$ cat src/core/serial_rtc_consts.vh
// Constants for the serial calendar clock: timing, addresses and field positions
`ifndef SERIAL_RTC_CONSTS_VH
`define SERIAL_RTC_CONSTS_VH

// ----------------------------------------
// Timing
// ----------------------------------------
`define CLK_PERIOD_NS     10
`define SEC_PERIOD_NS     1000000000
`define SEC_CYCLES        (`SEC_PERIOD_NS / `CLK_PERIOD_NS)
`define BUSY_WINDOW_NS    3900000
`define BUSY_CYCLES       ((`BUSY_WINDOW_NS + `CLK_PERIOD_NS - 1) / `CLK_PERIOD_NS)
`define TP_HALF_NS        488281
`define TP_HALF_CYCLES    (`TP_HALF_NS / `CLK_PERIOD_NS)
`define TP_LOW_SECS       4'h6
`define TP_LAST_SEC       4'h9

// ----------------------------------------
// Frame and memory
// ----------------------------------------
`define FRAME_LAST_BIT    3'h7
`define RAM_DEPTH         30
`define RAM_BANK          5'h0f

// ----------------------------------------
// Addresses in mode 0
// ----------------------------------------
`define ADDR_SEC1         4'h0
`define ADDR_SEC10        4'h1
`define ADDR_MIN1         4'h2
`define ADDR_MIN10        4'h3
`define ADDR_HR1          4'h4
`define ADDR_HR10         4'h5
`define ADDR_DAY1         4'h6
`define ADDR_DAY10        4'h7
`define ADDR_WEEK         4'h8
`define ADDR_MON1         4'h9
`define ADDR_MON10        4'ha
`define ADDR_YR1          4'hb
`define ADDR_YR10         4'hc
`define ADDR_CTRL1        4'hd
`define ADDR_CTRL2        4'he
`define ADDR_CTRL3        4'hf

// ----------------------------------------
// Field positions
// ----------------------------------------
`define CTRL1_TPS         3
`define CTRL1_ADJ         2
`define CTRL1_CLR         1
`define CTRL1_FMT24       0
`define CTRL3_SYSRST      3
`define CTRL3_TEST        2

`endif

$ cat src/core/pin_sync.v
// Two-stage synchroniser for the pin inputs
`default_nettype none

module pin_sync #(
  parameter WIDTH = 5
) (
  input  wire             clk,
  input  wire             rst,
  input  wire [WIDTH-1:0] din,
  output wire [WIDTH-1:0] dout
);

  // ----------------------------------------
  // Per-bit flop pair
  // ----------------------------------------
  genvar i;
  generate
    for (i = 0; i < WIDTH; i = i + 1) begin : g_bit
      reg meta_reg;
      reg sync_reg;
      always @(posedge clk) begin
        if (rst) begin
          meta_reg <= 1'b0;
          sync_reg <= 1'b0;
        end else begin
          meta_reg <= din[i];
          sync_reg <= meta_reg;
        end
      end
      assign dout[i] = sync_reg;
    end
  endgenerate

endmodule // pin_sync

`default_nettype wire

$ cat src/core/serial_rtc.v
// Calendar clock with serial host access, increment setting and power-down select
// ----------------------------------------
// How it works
// RL1 - Host avoids digit writes while busy
// RL2 - Host sets up within 996 ms
// RL3 - Host modifies within 3.8 ms of idle
// RL4 - Units digit wrap carries into tens
// RL5 - Host sets year digits first
// RL6 - Tens of hours set via units
// RL7 - Clear mode clears written digit pair
// RL8 - Year digits clear independently
// RL9 - Power select low: ignore, float outputs
// RL10 - Power select drop discards partial frame
// RL11 - First frame after return reads undefined
// RL12 - Power-on initialises, leaves power-on flag
// RL13 - Hour carry fixes nonexistent date
// RL14 - Leap-day year change fixed likewise
// RL15 - Invalid day tens overflow clears units
// RL16 - Valid day tens overflow keeps units
// RL17 - Day tens past 31 gives 01
// RL18 - Sample on leading, shift out trailing
// RL19 - Exactly eight clocks per frame
// RL20 - Select rise clears pulse counter
// RL21 - Digit write increments, not stores
// RL22 - Control and memory writes store nibble
// RL23 - Busy flag guards carry window
// RL24 - System reset released by select and clock
// RL25 - System reset clears power-on flag
// RL26 - Host picks mode 0 first
// RL27 - Address then data; output follows
// ----------------------------------------
`default_nettype none
`include "serial_rtc_consts.vh"

module serial_rtc #(
  parameter SEC_CYCLES     = `SEC_CYCLES,
  parameter BUSY_CYCLES    = `BUSY_CYCLES,
  parameter TP_HALF_CYCLES = `TP_HALF_CYCLES
) (
  input  wire sys_clk,
  input  wire rst,
  input  wire serial_clk,
  input  wire chip_select_n,
  input  wire power_good_select,
  input  wire write_enable,
  input  wire serial_in,
  output wire serial_out,
  output wire serial_out_oe,
  output wire timing_pulse_out,
  output wire timing_pulse_oe
);

  localparam [31:0] SEC_LAST_W   = SEC_CYCLES - 1;
  localparam [31:0] BUSY_START_W = SEC_CYCLES - BUSY_CYCLES;
  localparam [31:0] TP_LAST_W    = TP_HALF_CYCLES - 1;
  localparam [26:0] SEC_LAST     = SEC_LAST_W[26:0];
  localparam [26:0] BUSY_START   = BUSY_START_W[26:0];
  localparam [15:0] TP_LAST      = TP_LAST_W[15:0];

  // ----------------------------------------
  // Pin sampling and edges
  // ----------------------------------------
  wire [4:0] pins_s;
  pin_sync #(.WIDTH(5)) u_sync (
    .clk  (sys_clk),
    .rst  (rst),
    .din  ({serial_clk, chip_select_n, power_good_select, write_enable, serial_in}),
    .dout (pins_s)
  );
  wire sck_s = pins_s[4];
  wire csn_s = pins_s[3];
  wire pwr_s = pins_s[2];
  wire wr_s  = pins_s[1];
  wire sin_s = pins_s[0];

  reg        sck_d_reg;
  reg        csn_d_reg;
  reg  [6:0] shift_reg;
  reg  [2:0] bit_cnt_reg;
  reg  [7:0] out_shift_reg;
  reg  [3:0] sel_addr_reg;
  reg        load_reg;
  reg        serial_out_reg;
  reg        serial_out_oe_reg;

  wire       active   = pwr_s & ~csn_s;                                    // [RL9]
  wire       lead     = active & sck_d_reg & ~sck_s;                       // [RL18]
  wire       trail    = active & ~sck_d_reg & sck_s;                       // [RL18]
  wire       cs_rise  = ~csn_d_reg & csn_s;
  wire       exec     = lead & (bit_cnt_reg == `FRAME_LAST_BIT);           // [RL19]
  wire [3:0] cmd_addr = shift_reg[6:3];                                    // [RL27]
  wire [3:0] cmd_data = {shift_reg[2:0], sin_s};
  wire       cmd_wr   = exec & wr_s;                                       // [RL18]

  // ----------------------------------------
  // Control state and memory
  // ----------------------------------------
  reg       tps_reg;
  reg       clr_mode_reg;
  reg       fmt24_reg;
  reg       power_on_flag_reg;
  reg       system_reset_bit_reg;
  reg       test_reg;
  reg [1:0] addr_mode_reg;
  reg [3:0] ram [0:`RAM_DEPTH-1];
  reg [26:0] sub_reg;

  wire       mode0     = ~addr_mode_reg[1];
  wire       busy      = sub_reg >= BUSY_START;                            // [RL23]
  wire       tick      = (sub_reg == SEC_LAST) & ~system_reset_bit_reg;
  wire       wr_ctrl1  = cmd_wr & mode0 & (cmd_addr == `ADDR_CTRL1);
  wire       wr_ctrl3  = cmd_wr & (cmd_addr == `ADDR_CTRL3);
  wire       wr_ram    = cmd_wr & ~mode0 & (cmd_addr != `ADDR_CTRL3);
  // Clock has priority: digit writes in the busy window are dropped
  wire       wr_digit  = cmd_wr & mode0 & (cmd_addr <= `ADDR_YR10) & ~busy
                         & ~system_reset_bit_reg;                          // [RL1] [RL23]
  wire       adj_cmd   = wr_ctrl1 & cmd_data[`CTRL1_ADJ] & ~system_reset_bit_reg;
  wire [4:0] ram_idx   = addr_mode_reg[0] ? (`RAM_BANK + {1'b0, cmd_addr}) : {1'b0, cmd_addr};

  always @(posedge sys_clk) begin
    if (rst) begin
      tps_reg              <= 1'b0;
      clr_mode_reg         <= 1'b0;
      fmt24_reg            <= 1'b0;
      power_on_flag_reg    <= 1'b1;                                        // [RL12]
      system_reset_bit_reg <= 1'b0;
      test_reg             <= 1'b0;
      addr_mode_reg        <= 2'h0;
    end else begin
      if (wr_ctrl1 && !system_reset_bit_reg) begin                         // [RL22]
        tps_reg      <= cmd_data[`CTRL1_TPS];
        clr_mode_reg <= cmd_data[`CTRL1_CLR];
        fmt24_reg    <= cmd_data[`CTRL1_FMT24];
      end
      if (wr_ctrl3) begin                                                  // [RL22]
        system_reset_bit_reg <= cmd_data[`CTRL3_SYSRST];
        test_reg             <= cmd_data[`CTRL3_TEST];
        addr_mode_reg        <= cmd_data[1:0];
        if (cmd_data[`CTRL3_SYSRST]) begin
          power_on_flag_reg <= 1'b0;                                       // [RL25]
          tps_reg           <= 1'b0;
          clr_mode_reg      <= 1'b0;
          fmt24_reg         <= 1'b0;
          test_reg          <= 1'b0;
          addr_mode_reg     <= 2'h0;
        end
      end else if (system_reset_bit_reg && pwr_s && csn_s && !sck_s) begin
        system_reset_bit_reg <= 1'b0;                                      // [RL24]
      end
    end
  end

  // Memory content is undefined after reset, so no reset branch
  always @(posedge sys_clk) begin
    if (wr_ram) begin
      ram[ram_idx] <= cmd_data;                                            // [RL22]
    end
  end

  // ----------------------------------------
  // Time and calendar digits
  // ----------------------------------------
  reg [3:0] s1_reg, s10_reg, m1_reg, m10_reg, d1_reg, d10_reg;
  reg [3:0] mo1_reg, mo10_reg, y1_reg, y10_reg;
  reg [4:0] hr_reg;
  reg [2:0] wk_reg;
  reg [3:0] s1_next, s10_next, m1_next, m10_next, d1_next, d10_next;
  reg [3:0] mo1_next, mo10_next, y1_next, y10_next;
  reg [4:0] hr_next;
  reg [2:0] wk_next;
  reg       min_c, hr_c, day_c, mon_c, hr_moved, clr_sub;

  function [6:0] bin2;
    input [3:0] tens;
    input [3:0] units;
    begin
      bin2 = ({3'h0, tens} * 7'd10) + {3'h0, units};
    end
  endfunction

  function [6:0] max_day;
    input [6:0] mon;
    input       leap;
    begin
      case (mon)
        7'd2:                      max_day = leap ? 7'd29 : 7'd28;
        7'd4, 7'd6, 7'd9, 7'd11:   max_day = 7'd30;
        default:                   max_day = 7'd31;
      endcase
    end
  endfunction

  wire       leap        = y10_reg[0] ? (y1_reg == 4'h2 || y1_reg == 4'h6)
                                      : (y1_reg == 4'h0 || y1_reg == 4'h4 || y1_reg == 4'h8);
  wire [6:0] day_bin     = bin2(d10_reg, d1_reg);
  wire [6:0] mon_bin     = bin2(mo10_reg, mo1_reg);
  wire [6:0] cur_max     = max_day(mon_bin, leap);
  wire       day_invalid = day_bin > cur_max;
  wire [6:0] day_tens_up = bin2(d10_reg + 4'h1, d1_reg);

  always @* begin
    s1_next = s1_reg;   s10_next = s10_reg;  m1_next = m1_reg;   m10_next = m10_reg;
    hr_next = hr_reg;   d1_next = d1_reg;    d10_next = d10_reg; wk_next = wk_reg;
    mo1_next = mo1_reg; mo10_next = mo10_reg; y1_next = y1_reg;  y10_next = y10_reg;
    min_c = 1'b0; hr_c = 1'b0; day_c = 1'b0; mon_c = 1'b0; hr_moved = 1'b0; clr_sub = 1'b0;
    if (system_reset_bit_reg) begin
      s1_next = 4'h0; s10_next = 4'h0; m1_next = 4'h0; m10_next = 4'h0; hr_next = 5'h00;
      d1_next = 4'h1; d10_next = 4'h0; mo1_next = 4'h1; mo10_next = 4'h0;
      y1_next = 4'h0; y10_next = 4'h0; wk_next = 3'h0; clr_sub = 1'b1;
    end else if (tick) begin
      if (s1_reg == 4'h9) begin
        s1_next = 4'h0;
        if (s10_reg == 4'h5) begin
          s10_next = 4'h0;
          min_c    = 1'b1;
        end else s10_next = s10_reg + 4'h1;
      end else s1_next = s1_reg + 4'h1;
    end else if (adj_cmd) begin
      s1_next = 4'h0; s10_next = 4'h0; clr_sub = 1'b1;
      min_c   = (s10_reg >= 4'h3);
    end else if (wr_digit) begin
      case (cmd_addr)                                                      // [RL21]
        `ADDR_SEC1, `ADDR_SEC10: begin
          if (clr_mode_reg) begin                                          // [RL7]
            s1_next = 4'h0; s10_next = 4'h0; clr_sub = 1'b1;
          end else if (cmd_addr == `ADDR_SEC1 && s1_reg != 4'h9) s1_next = s1_reg + 4'h1;
          else begin
            if (cmd_addr == `ADDR_SEC1) s1_next = 4'h0;                    // [RL4]
            s10_next = (s10_reg == 4'h5) ? 4'h0 : s10_reg + 4'h1;
          end
        end
        `ADDR_MIN1, `ADDR_MIN10: begin
          if (clr_mode_reg) begin                                          // [RL7]
            m1_next = 4'h0; m10_next = 4'h0;
          end else if (cmd_addr == `ADDR_MIN1 && m1_reg != 4'h9) m1_next = m1_reg + 4'h1;
          else begin
            if (cmd_addr == `ADDR_MIN1) m1_next = 4'h0;                    // [RL4]
            m10_next = (m10_reg == 4'h5) ? 4'h0 : m10_reg + 4'h1;
          end
        end
        `ADDR_HR1, `ADDR_HR10: begin
          if (clr_mode_reg) hr_next = 5'h00;                               // [RL7]
          else if (cmd_addr == `ADDR_HR1) begin                            // [RL6] [RL4]
            hr_moved = 1'b1;
            hr_next  = (hr_reg == 5'd23) ? 5'h00 : hr_reg + 5'h01;
          end
        end
        `ADDR_DAY1: begin
          if (clr_mode_reg) begin                                          // [RL7]
            d1_next = 4'h1; d10_next = 4'h0;
          end else if (d1_reg == 4'h9) begin                               // [RL4]
            d1_next = 4'h0; d10_next = (d10_reg == 4'h3) ? 4'h0 : d10_reg + 4'h1;
          end else d1_next = d1_reg + 4'h1;
        end
        `ADDR_DAY10: begin
          if (clr_mode_reg) begin                                          // [RL7]
            d1_next = 4'h1; d10_next = 4'h0;
          end else if (d10_reg == 4'h3 || day_tens_up > 7'd31) begin
            d10_next = 4'h0;
            if (day_invalid) d1_next = 4'h0;                               // [RL15]
            else if (d1_reg == 4'h0) d1_next = 4'h1;                       // [RL17]
          end else d10_next = d10_reg + 4'h1;                              // [RL16]
        end
        `ADDR_WEEK: wk_next = (clr_mode_reg || wk_reg == 3'h6) ? 3'h0 : wk_reg + 3'h1;
        `ADDR_MON1: begin
          if (clr_mode_reg || mon_bin >= 7'd12) begin                      // [RL7]
            mo1_next = 4'h1; mo10_next = 4'h0;
          end else if (mo1_reg == 4'h9) begin                              // [RL4]
            mo1_next = 4'h0; mo10_next = 4'h1;
          end else mo1_next = mo1_reg + 4'h1;
        end
        `ADDR_MON10: begin
          if (clr_mode_reg || mo10_reg != 4'h0) begin
            mo10_next = 4'h0;
            if (clr_mode_reg || mo1_reg == 4'h0) mo1_next = 4'h1;
          end else begin
            mo10_next = 4'h1;
            if (mo1_reg > 4'h2) mo1_next = 4'h2;
          end
        end
        `ADDR_YR1: begin
          if (clr_mode_reg) y1_next = 4'h0;                                // [RL8]
          else if (y1_reg == 4'h9) begin                                   // [RL4]
            y1_next = 4'h0; y10_next = (y10_reg == 4'h9) ? 4'h0 : y10_reg + 4'h1;
          end else y1_next = y1_reg + 4'h1;
        end
        `ADDR_YR10: begin
          if (clr_mode_reg || y10_reg == 4'h9) y10_next = 4'h0;            // [RL8]
          else y10_next = y10_reg + 4'h1;
        end
        default: ;
      endcase
    end
    if (min_c) begin
      if (m1_reg == 4'h9) begin
        m1_next = 4'h0;
        if (m10_reg == 4'h5) begin
          m10_next = 4'h0; hr_c = 1'b1;
        end else m10_next = m10_reg + 4'h1;
      end else m1_next = m1_reg + 4'h1;
    end
    if (hr_c) begin
      hr_moved = 1'b1;
      if (hr_reg == 5'd23) begin
        hr_next = 5'h00; day_c = 1'b1;
      end else hr_next = hr_reg + 5'h01;
    end
    if (day_c) begin
      wk_next = (wk_reg == 3'h6) ? 3'h0 : wk_reg + 3'h1;
      if (day_bin >= cur_max) begin
        d1_next = 4'h1; d10_next = 4'h0; mon_c = 1'b1;
      end else if (d1_reg == 4'h9) begin
        d1_next = 4'h0; d10_next = d10_reg + 4'h1;
      end else d1_next = d1_reg + 4'h1;
    end else if (hr_moved && day_invalid) begin                            // [RL13] [RL14]
      d1_next = 4'h1; d10_next = 4'h0; mon_c = 1'b1;
    end
    if (mon_c) begin
      if (mon_bin >= 7'd12) begin
        mo1_next = 4'h1; mo10_next = 4'h0;
        if (y1_reg == 4'h9) begin
          y1_next = 4'h0; y10_next = (y10_reg == 4'h9) ? 4'h0 : y10_reg + 4'h1;
        end else y1_next = y1_reg + 4'h1;
      end else if (mo1_reg == 4'h9) begin
        mo1_next = 4'h0; mo10_next = 4'h1;
      end else mo1_next = mo1_reg + 4'h1;
    end
  end

  always @(posedge sys_clk) begin
    if (rst) begin                                                         // [RL12]
      s1_reg <= 4'h0; s10_reg <= 4'h0; m1_reg <= 4'h0; m10_reg <= 4'h0; hr_reg <= 5'h00;
      d1_reg <= 4'h1; d10_reg <= 4'h0; mo1_reg <= 4'h1; mo10_reg <= 4'h0;
      y1_reg <= 4'h0; y10_reg <= 4'h0; wk_reg <= 3'h0; sub_reg <= 27'h0;
    end else begin
      s1_reg <= s1_next; s10_reg <= s10_next; m1_reg <= m1_next; m10_reg <= m10_next;
      hr_reg <= hr_next; d1_reg <= d1_next; d10_reg <= d10_next; wk_reg <= wk_next;
      mo1_reg <= mo1_next; mo10_reg <= mo10_next; y1_reg <= y1_next; y10_reg <= y10_next;
      if (clr_sub || sub_reg == SEC_LAST) sub_reg <= 27'h0;
      else sub_reg <= sub_reg + 27'h1;
    end
  end

  // ----------------------------------------
  // Read mux
  // ----------------------------------------
  wire [4:0] hr12     = (hr_reg >= 5'd12) ? hr_reg - 5'd12 : hr_reg;
  wire [4:0] hr_disp  = fmt24_reg ? hr_reg : ((hr12 == 5'h00) ? 5'd12 : hr12);
  wire [1:0] hr_tens  = (hr_disp >= 5'd20) ? 2'h2 : ((hr_disp >= 5'd10) ? 2'h1 : 2'h0);
  wire [4:0] hr_units = hr_disp - ({3'h0, hr_tens} * 5'd10);
  wire       pm       = hr_reg >= 5'd12;
  reg  [3:0] rd_nib;

  always @* begin
    rd_nib = 4'h0;
    if (sel_addr_reg == `ADDR_CTRL3) rd_nib = {system_reset_bit_reg, test_reg, addr_mode_reg};
    else if (!mode0) rd_nib = ram[addr_mode_reg[0] ? (`RAM_BANK + {1'b0, sel_addr_reg})
                                                   : {1'b0, sel_addr_reg}];
    else begin
      case (sel_addr_reg)
        `ADDR_SEC1:  rd_nib = s1_reg;
        `ADDR_SEC10: rd_nib = s10_reg;
        `ADDR_MIN1:  rd_nib = m1_reg;
        `ADDR_MIN10: rd_nib = m10_reg;
        `ADDR_HR1:   rd_nib = hr_units[3:0];
        `ADDR_HR10:  rd_nib = {1'b0, pm, hr_tens};
        `ADDR_DAY1:  rd_nib = d1_reg;
        `ADDR_DAY10: rd_nib = d10_reg;
        `ADDR_WEEK:  rd_nib = {1'b0, wk_reg};
        `ADDR_MON1:  rd_nib = mo1_reg;
        `ADDR_MON10: rd_nib = mo10_reg;
        `ADDR_YR1:   rd_nib = y1_reg;
        `ADDR_YR10:  rd_nib = y10_reg;
        `ADDR_CTRL1: rd_nib = {tps_reg, 1'b0, clr_mode_reg, fmt24_reg};
        `ADDR_CTRL2: rd_nib = {busy, power_on_flag_reg, 2'h0};             // [RL23]
        default:     rd_nib = 4'h0;
      endcase
    end
  end

  // ----------------------------------------
  // Serial frame engine
  // ----------------------------------------
  always @(posedge sys_clk) begin
    if (rst) begin
      sck_d_reg <= 1'b1; csn_d_reg <= 1'b1; shift_reg <= 7'h00; bit_cnt_reg <= 3'h0;
      out_shift_reg <= 8'h00; sel_addr_reg <= 4'h0; load_reg <= 1'b0;
      serial_out_reg <= 1'b0; serial_out_oe_reg <= 1'b0;
    end else begin
      sck_d_reg         <= sck_s;
      csn_d_reg         <= csn_s;
      load_reg          <= exec;
      serial_out_reg    <= out_shift_reg[7];
      serial_out_oe_reg <= active;                                         // [RL9]
      if (!pwr_s) begin
        // Dropping power select discards the frame and the stale read data
        bit_cnt_reg   <= 3'h0;                                             // [RL10]
        out_shift_reg <= 8'h00;                                            // [RL11]
      end else begin
        if (cs_rise) bit_cnt_reg <= 3'h0;                                  // [RL20]
        else if (lead) begin
          shift_reg   <= {shift_reg[5:0], sin_s};                          // [RL18]
          bit_cnt_reg <= bit_cnt_reg + 3'h1;                               // [RL19]
        end
        if (load_reg) out_shift_reg <= {sel_addr_reg, rd_nib};             // [RL27]
        // Trailing edge after the 8th bit must not eat the fresh MSB
        else if (trail && bit_cnt_reg != 3'h0) begin                       // [RL18]
          out_shift_reg <= {out_shift_reg[6:0], 1'b0};
        end
        if (exec) sel_addr_reg <= cmd_addr;                                // [RL27]
      end
    end
  end

  // ----------------------------------------
  // Timing pulse
  // ----------------------------------------
  reg [15:0] tp_cnt_reg;
  reg        tp_fast_reg;
  reg [3:0]  phase_reg;
  reg        hold_reg;
  reg        tp_out_reg;
  reg        tp_oe_reg;

  always @(posedge sys_clk) begin
    if (rst || system_reset_bit_reg) begin
      tp_cnt_reg <= 16'h0000; tp_fast_reg <= 1'b0; phase_reg <= 4'h0; hold_reg <= 1'b1;
      tp_out_reg <= 1'b0;
      tp_oe_reg  <= rst ? 1'b0 : pwr_s;
    end else begin
      tp_oe_reg <= pwr_s;                                                  // [RL9]
      if (tp_cnt_reg == TP_LAST) begin
        tp_cnt_reg  <= 16'h0000;
        tp_fast_reg <= ~tp_fast_reg;
      end else tp_cnt_reg <= tp_cnt_reg + 16'h0001;
      if (tick || adj_cmd) begin
        // Adjust restarts the slow cycle, so one period comes out short
        phase_reg <= (adj_cmd || phase_reg == `TP_LAST_SEC) ? 4'h0 : phase_reg + 4'h1;
        if (phase_reg == `TP_LAST_SEC) hold_reg <= 1'b0;
      end
      tp_out_reg <= tps_reg ? (~hold_reg & (phase_reg >= `TP_LOW_SECS)) : tp_fast_reg;
    end
  end

  assign serial_out       = serial_out_reg;
  assign serial_out_oe    = serial_out_oe_reg;
  assign timing_pulse_out = tp_out_reg;
  assign timing_pulse_oe  = tp_oe_reg;

endmodule // serial_rtc

`default_nettype wire

$ cat config.mk
export PLATFORM = sky130hd
export DESIGN_NAME = serial_rtc
export DESIGN_NICKNAME = d
export VERILOG_FILES = /design/src/core/pin_sync.v /design/src/core/serial_rtc.v
export VERILOG_INCLUDE_DIRS = /design/src /design/src/core
export SDC_FILE = /design/constraint.sdc
export NUM_CORES = 1
export LEC_CHECK = 0
export BUFFER_PORTS_ARGS = -buffer_cell sky130_fd_sc_hd__buf_2
export CAP_MARGIN = 30
export CORE_ASPECT_RATIO = 0.9
export CORE_MARGIN = 1
export CORE_UTILIZATION = 55
export CTS_CLUSTER_DIAMETER = 60
export DETAILED_ROUTE_END_ITERATION = 8
export PLACE_DENSITY = 0.71
export SYNTH_ARGS = -nofsm -noshare
export SYNTH_HDL_FRONTEND = slang
export SYNTH_HIERARCHICAL = 1
export SYNTH_SLANG_ARGS = --single-unit
export TNS_END_PERCENT = 10
$ cat constraint.sdc
create_clock -name sys_clk -period 7.33 [get_ports sys_clk]
set_input_delay 0.3665 -clock sys_clk [delete_from_list [all_inputs] [get_ports sys_clk]]
set_output_delay 0.3665 -clock sys_clk [all_outputs]
set_load 0.005 [all_outputs]
==> flow_metrics.env <==
export IMPL_r2r_cells=17
export IMPL_synth_top_area_share=0.253
export IMPL_worstHoldPathType="in -> reg"
export IMPL_max_stage_delay_ns=0.58
export IMPL_cp_start_kind="flip-flop"
export IMPL_p_leak_nw=5.55
export IMPL_ys_async_sr_fraction=0
export IMPL_finalCriticalPeriod_ns=4.67
export IMPL_hp_start="chip_select_n"
export IMPL_end_kind="flip-flop"
export IMPL_via_per_inst=6.17
export IMPL_worst_ep_required_time_ns=7.76
export IMPL_die_x_um=172
export IMPL_cp_data_arrival_time_ns=5.10
export IMPL_worstReg2RegStart="mo10_reg[1]$_SDFF_PP0_"
export IMPL_place_gp_congestion=0.964
export IMPL_std_cell_rows=55
export IMPL_start_util=0.564
export IMPL_syn_area_sq_um=14200
export IMPL_grt_pass1_wl_mm=56.0
export IMPL_ys_types=88
export IMPL_grt_max_degree=56
export IMPL_h_tree_depth=1
export IMPL_slew_headroom=0.314
export IMPL_clock_skew_ns=0.0280
export IMPL_ir_drop_uv=168
export IMPL_ys_ff_latch=264
export IMPL_synthCells=1430
export IMPL_final_cell_mix="nor2_1, dfxtp_1, nand2_1, edfxtp_1, a21oi_1"
export IMPL_post_cts_buffers=0
export IMPL_wl_per_cell_um=19.6
export IMPL_layout_commonest_cell="nor2_1"
export IMPL_dieArea_sq_um=26500
export IMPL_period_share=0.637
export IMPL_max_freq_ghz=0.214
export IMPL_layout_area_overhead_vs_synth_pct=9.62
export IMPL_num_vias=11000
export IMPL_io_pins=11
export IMPL_ctsHoldBuffers=1
export IMPL_cts_buffer_depth=3
export IMPL_synthesis_nets=1503
export IMPL_crit_type="reg -> reg"
export IMPL_synthFlopType="dfxtp_1"
export IMPL_clk_latency_ns=0.57
export IMPL_maxSlewViolCount=0
export IMPL_drt_iter0_markers=1373
export IMPL_numCtsBuffers=29
export IMPL_path_clk_slew_ns=0.07
export IMPL_reg2reg_to="y1_reg[1]$_SDFF_PP0_"
export IMPL_worstPathCellList="ha_1 > ha_1 > inv_1 > fa_1 > xor2_1 > nand2_1 > nor3_1 > nor2_1 > nor4_1 > ha_1 > nand2_1 > nor2_1 > o32a_1 > nor2_2 > nand2_1 > o211a_1 > a22o_1"
export IMPL_critical_path_top_delay_family="simple AND/OR/NAND/NOR gates"
export IMPL_tightest_slew_ns=1.03
export IMPL_status="finished clean"
export IMPL_power_density_nw_per_um2=198
export IMPL_path_max_fanout=8
export IMPL_whs_path_depth=2
export IMPL_synth_area_per_cell_sq_um=9.96
export IMPL_setup_tns_ns=0
export IMPL_routed_wl_mm=35.0
export IMPL_timing_critical_path_buf_inv=1
export IMPL_dr_pass1_iters=6
export IMPL_seq_area_frac_synth=0.456
export IMPL_ant_nets=0
export IMPL_drc=0
export IMPL_synth_edf_count=120
export IMPL_r2r_slack_ns=2.66
export IMPL_core_area_sq_um=25300
export IMPL_track_usage=0.270
export IMPL_drive_gt1_frac=0.111
export IMPL_final_setup_viol_count=0
export IMPL_place_port_buffers=10
export IMPL_nFillCells=2065
export IMPL_cts_resized=0
export IMPL_final_setup_worst_slack_ns=2.66
export IMPL_holdPathEnd="u_sync/g_bit[3].meta_reg$_SDFF_PP0_"
export IMPL_pre_cts_slack_ns=2.86
export IMPL_overflow=0
export IMPL_slowest_stage="nor4_1"
export IMPL_root_buffer="clkbuf_16"
export IMPL_cts_tree="yes"
export IMPL_grt_pass1_vias=10300
export IMPL_yosys_warnings=6
export IMPL_cts_sinks=264
export IMPL_max_cap_viol_count=0
export IMPL_yosysTopAreaCell="edfxtp_1"
export IMPL_largest_reg_flops=120
export IMPL_rsz0062_at_grt="false"
export IMPL_dpl_hpwl_mm=24.3
export IMPL_chipHeight_um=155
export IMPL_hold_violations=0
export IMPL_finalNetCount=1496
export IMPL_diodes=0
export IMPL_antenna_found_initial=0
export IMPL_yosys_top_cells_area="edfxtp_1, dfxtp_1, mux4_2, ha_1, nor2_1"
export IMPL_hold_slack_ns=0.0109
[stage by stage]
stage | power [mW] | utilization | cell area (sq um) | cells
after floorplan | 1.61 | - | 14200 | 1430
after global placement | 1.63 | 0.576 | 14500 | 1728
after detailed placement | 1.63 | 0.579 | 14600 | 1732
after CTS | 3.10 | 0.618 | 15600 | 1786
after global routing | 3.17 | 0.618 | 15600 | 1787
final | 3.08 | 0.618 | 15600 | 1787
[synth_stat cells, drive strengths merged, types with 7 or more instances]
| library cell | number |
|---|---|
| nor3 | 34 |
| mux4 | 36 |
| ha | 59 |
| nand3b | 13 |
| mux2 | 13 |
| xnor2 | 27 |
| or4 | 8 |
| xor2 | 32 |
| mux2i | 19 |
| nand2 | 139 |
| o211ai | 10 |
| edfxtp | 120 |
| o21ai | 62 |
| dfxtp | 144 |
| nor3b | 9 |
| a211oi | 10 |
| inv | 56 |
| clkbuf | 43 |
| nor2b | 24 |
| nand3 | 57 |
| a21o | 13 |
| fa | 7 |
| and2 | 12 |
| nand2b | 15 |
| nor2 | 169 |
| o31ai | 11 |
| o22ai | 9 |
| or3 | 12 |
| a21oi | 91 |
| nor4 | 8 |
| or2 | 12 |
| buf | 23 |
| and3 | 22 |
| a22oi | 9 |
[cell families (layout without fill, tap and decap cells)]
logic type / count (synthesis) / count (layout) / share of synthesized area
and+or+nand+nor: 563 / 563 / 0.197
AOI/OAI and AO/OA: 287 / 287 / 0.133
DFF: 264 / 264 / 0.456
buffers and inverters: 122 / 137 / 0.0346
muxes: 68 / 68 / 0.0806
adders and majority gates: 66 / 66 / 0.0617
xor gates and xnor gates: 60 / 60 / 0.0380
[report_power, final]
group | internal [mW] | switching, mW
sequential | 1.54 | 0.0118
combinational | 0.0177 | 0.0327
clock | 0.863 | 0.622
[how the worst max path moves through the flow]
stage / start / to / slack (ns) / cells after the start
finish: mo10_reg[1]$_SDFF_PP0_ / y1_reg[1]$_SDFF_PP0_ / 2.66 / 17
global route: mo10_reg[1]$_SDFF_PP0_ / y1_reg[1]$_SDFF_PP0_ / 2.37 / 17
CTS: mo10_reg[1]$_SDFF_PP0_ / y1_reg[1]$_SDFF_PP0_ / 2.79 / 17
detailed placement: mo10_reg[1]$_SDFF_PP0_ / y1_reg[1]$_SDFF_PP0_ / 2.86 / 17
global placement: mo10_reg[1]$_SDFF_PP0_ / y1_reg[1]$_SDFF_PP0_ / 2.99 / 17
floorplan: mo10_reg[1]$_SDFF_PP0_ / y10_reg[0]$_SDFF_PP0_ / 3.53 / 17
[layer usage]
layer / vias to the layer above / part of all wire / track usage
met4: 0 / 0.027 / 0.0770
met5: - / 0 / 0
met2: 452 / 0.44 / 0.399
met1: 5314 / 0.45 / 0.405
met3: 72 / 0.083 / 0.0445
li1: 5196 / - / -
[final cells by class]
class / count / area (sq um) / share of cell area
multi-input combinational: 1044 / 7280 / 0.467
sequential: 264 / 6490 / 0.416
clock buffer: 34 / 764 / 0.0490
tap: 342 / 428 / 0.0274
timing repair buffer: 28 / 220 / 0.0141
clock inverter: 19 / 215 / 0.0138
inverter: 56 / 210 / 0.0135
[worst register-to-register path: stages, from the launching register on]
cell	delay, ns
dfxtp_1	0.38
ha_1	0.31
ha_1	0.13
inv_1	0.04
fa_1	0.36
xor2_1	0.21
nand2_1	0.08
nor3_1	0.30
nor2_1	0.10
nor4_1	0.58
ha_1	0.38
nand2_1	0.10
nor2_1	0.07
o32a_1	0.40
nor2_2	0.34
nand2_1	0.25
o211a_1	0.25
a22o_1	0.26
No activity file was read; power rests on OpenSTA's default activity.
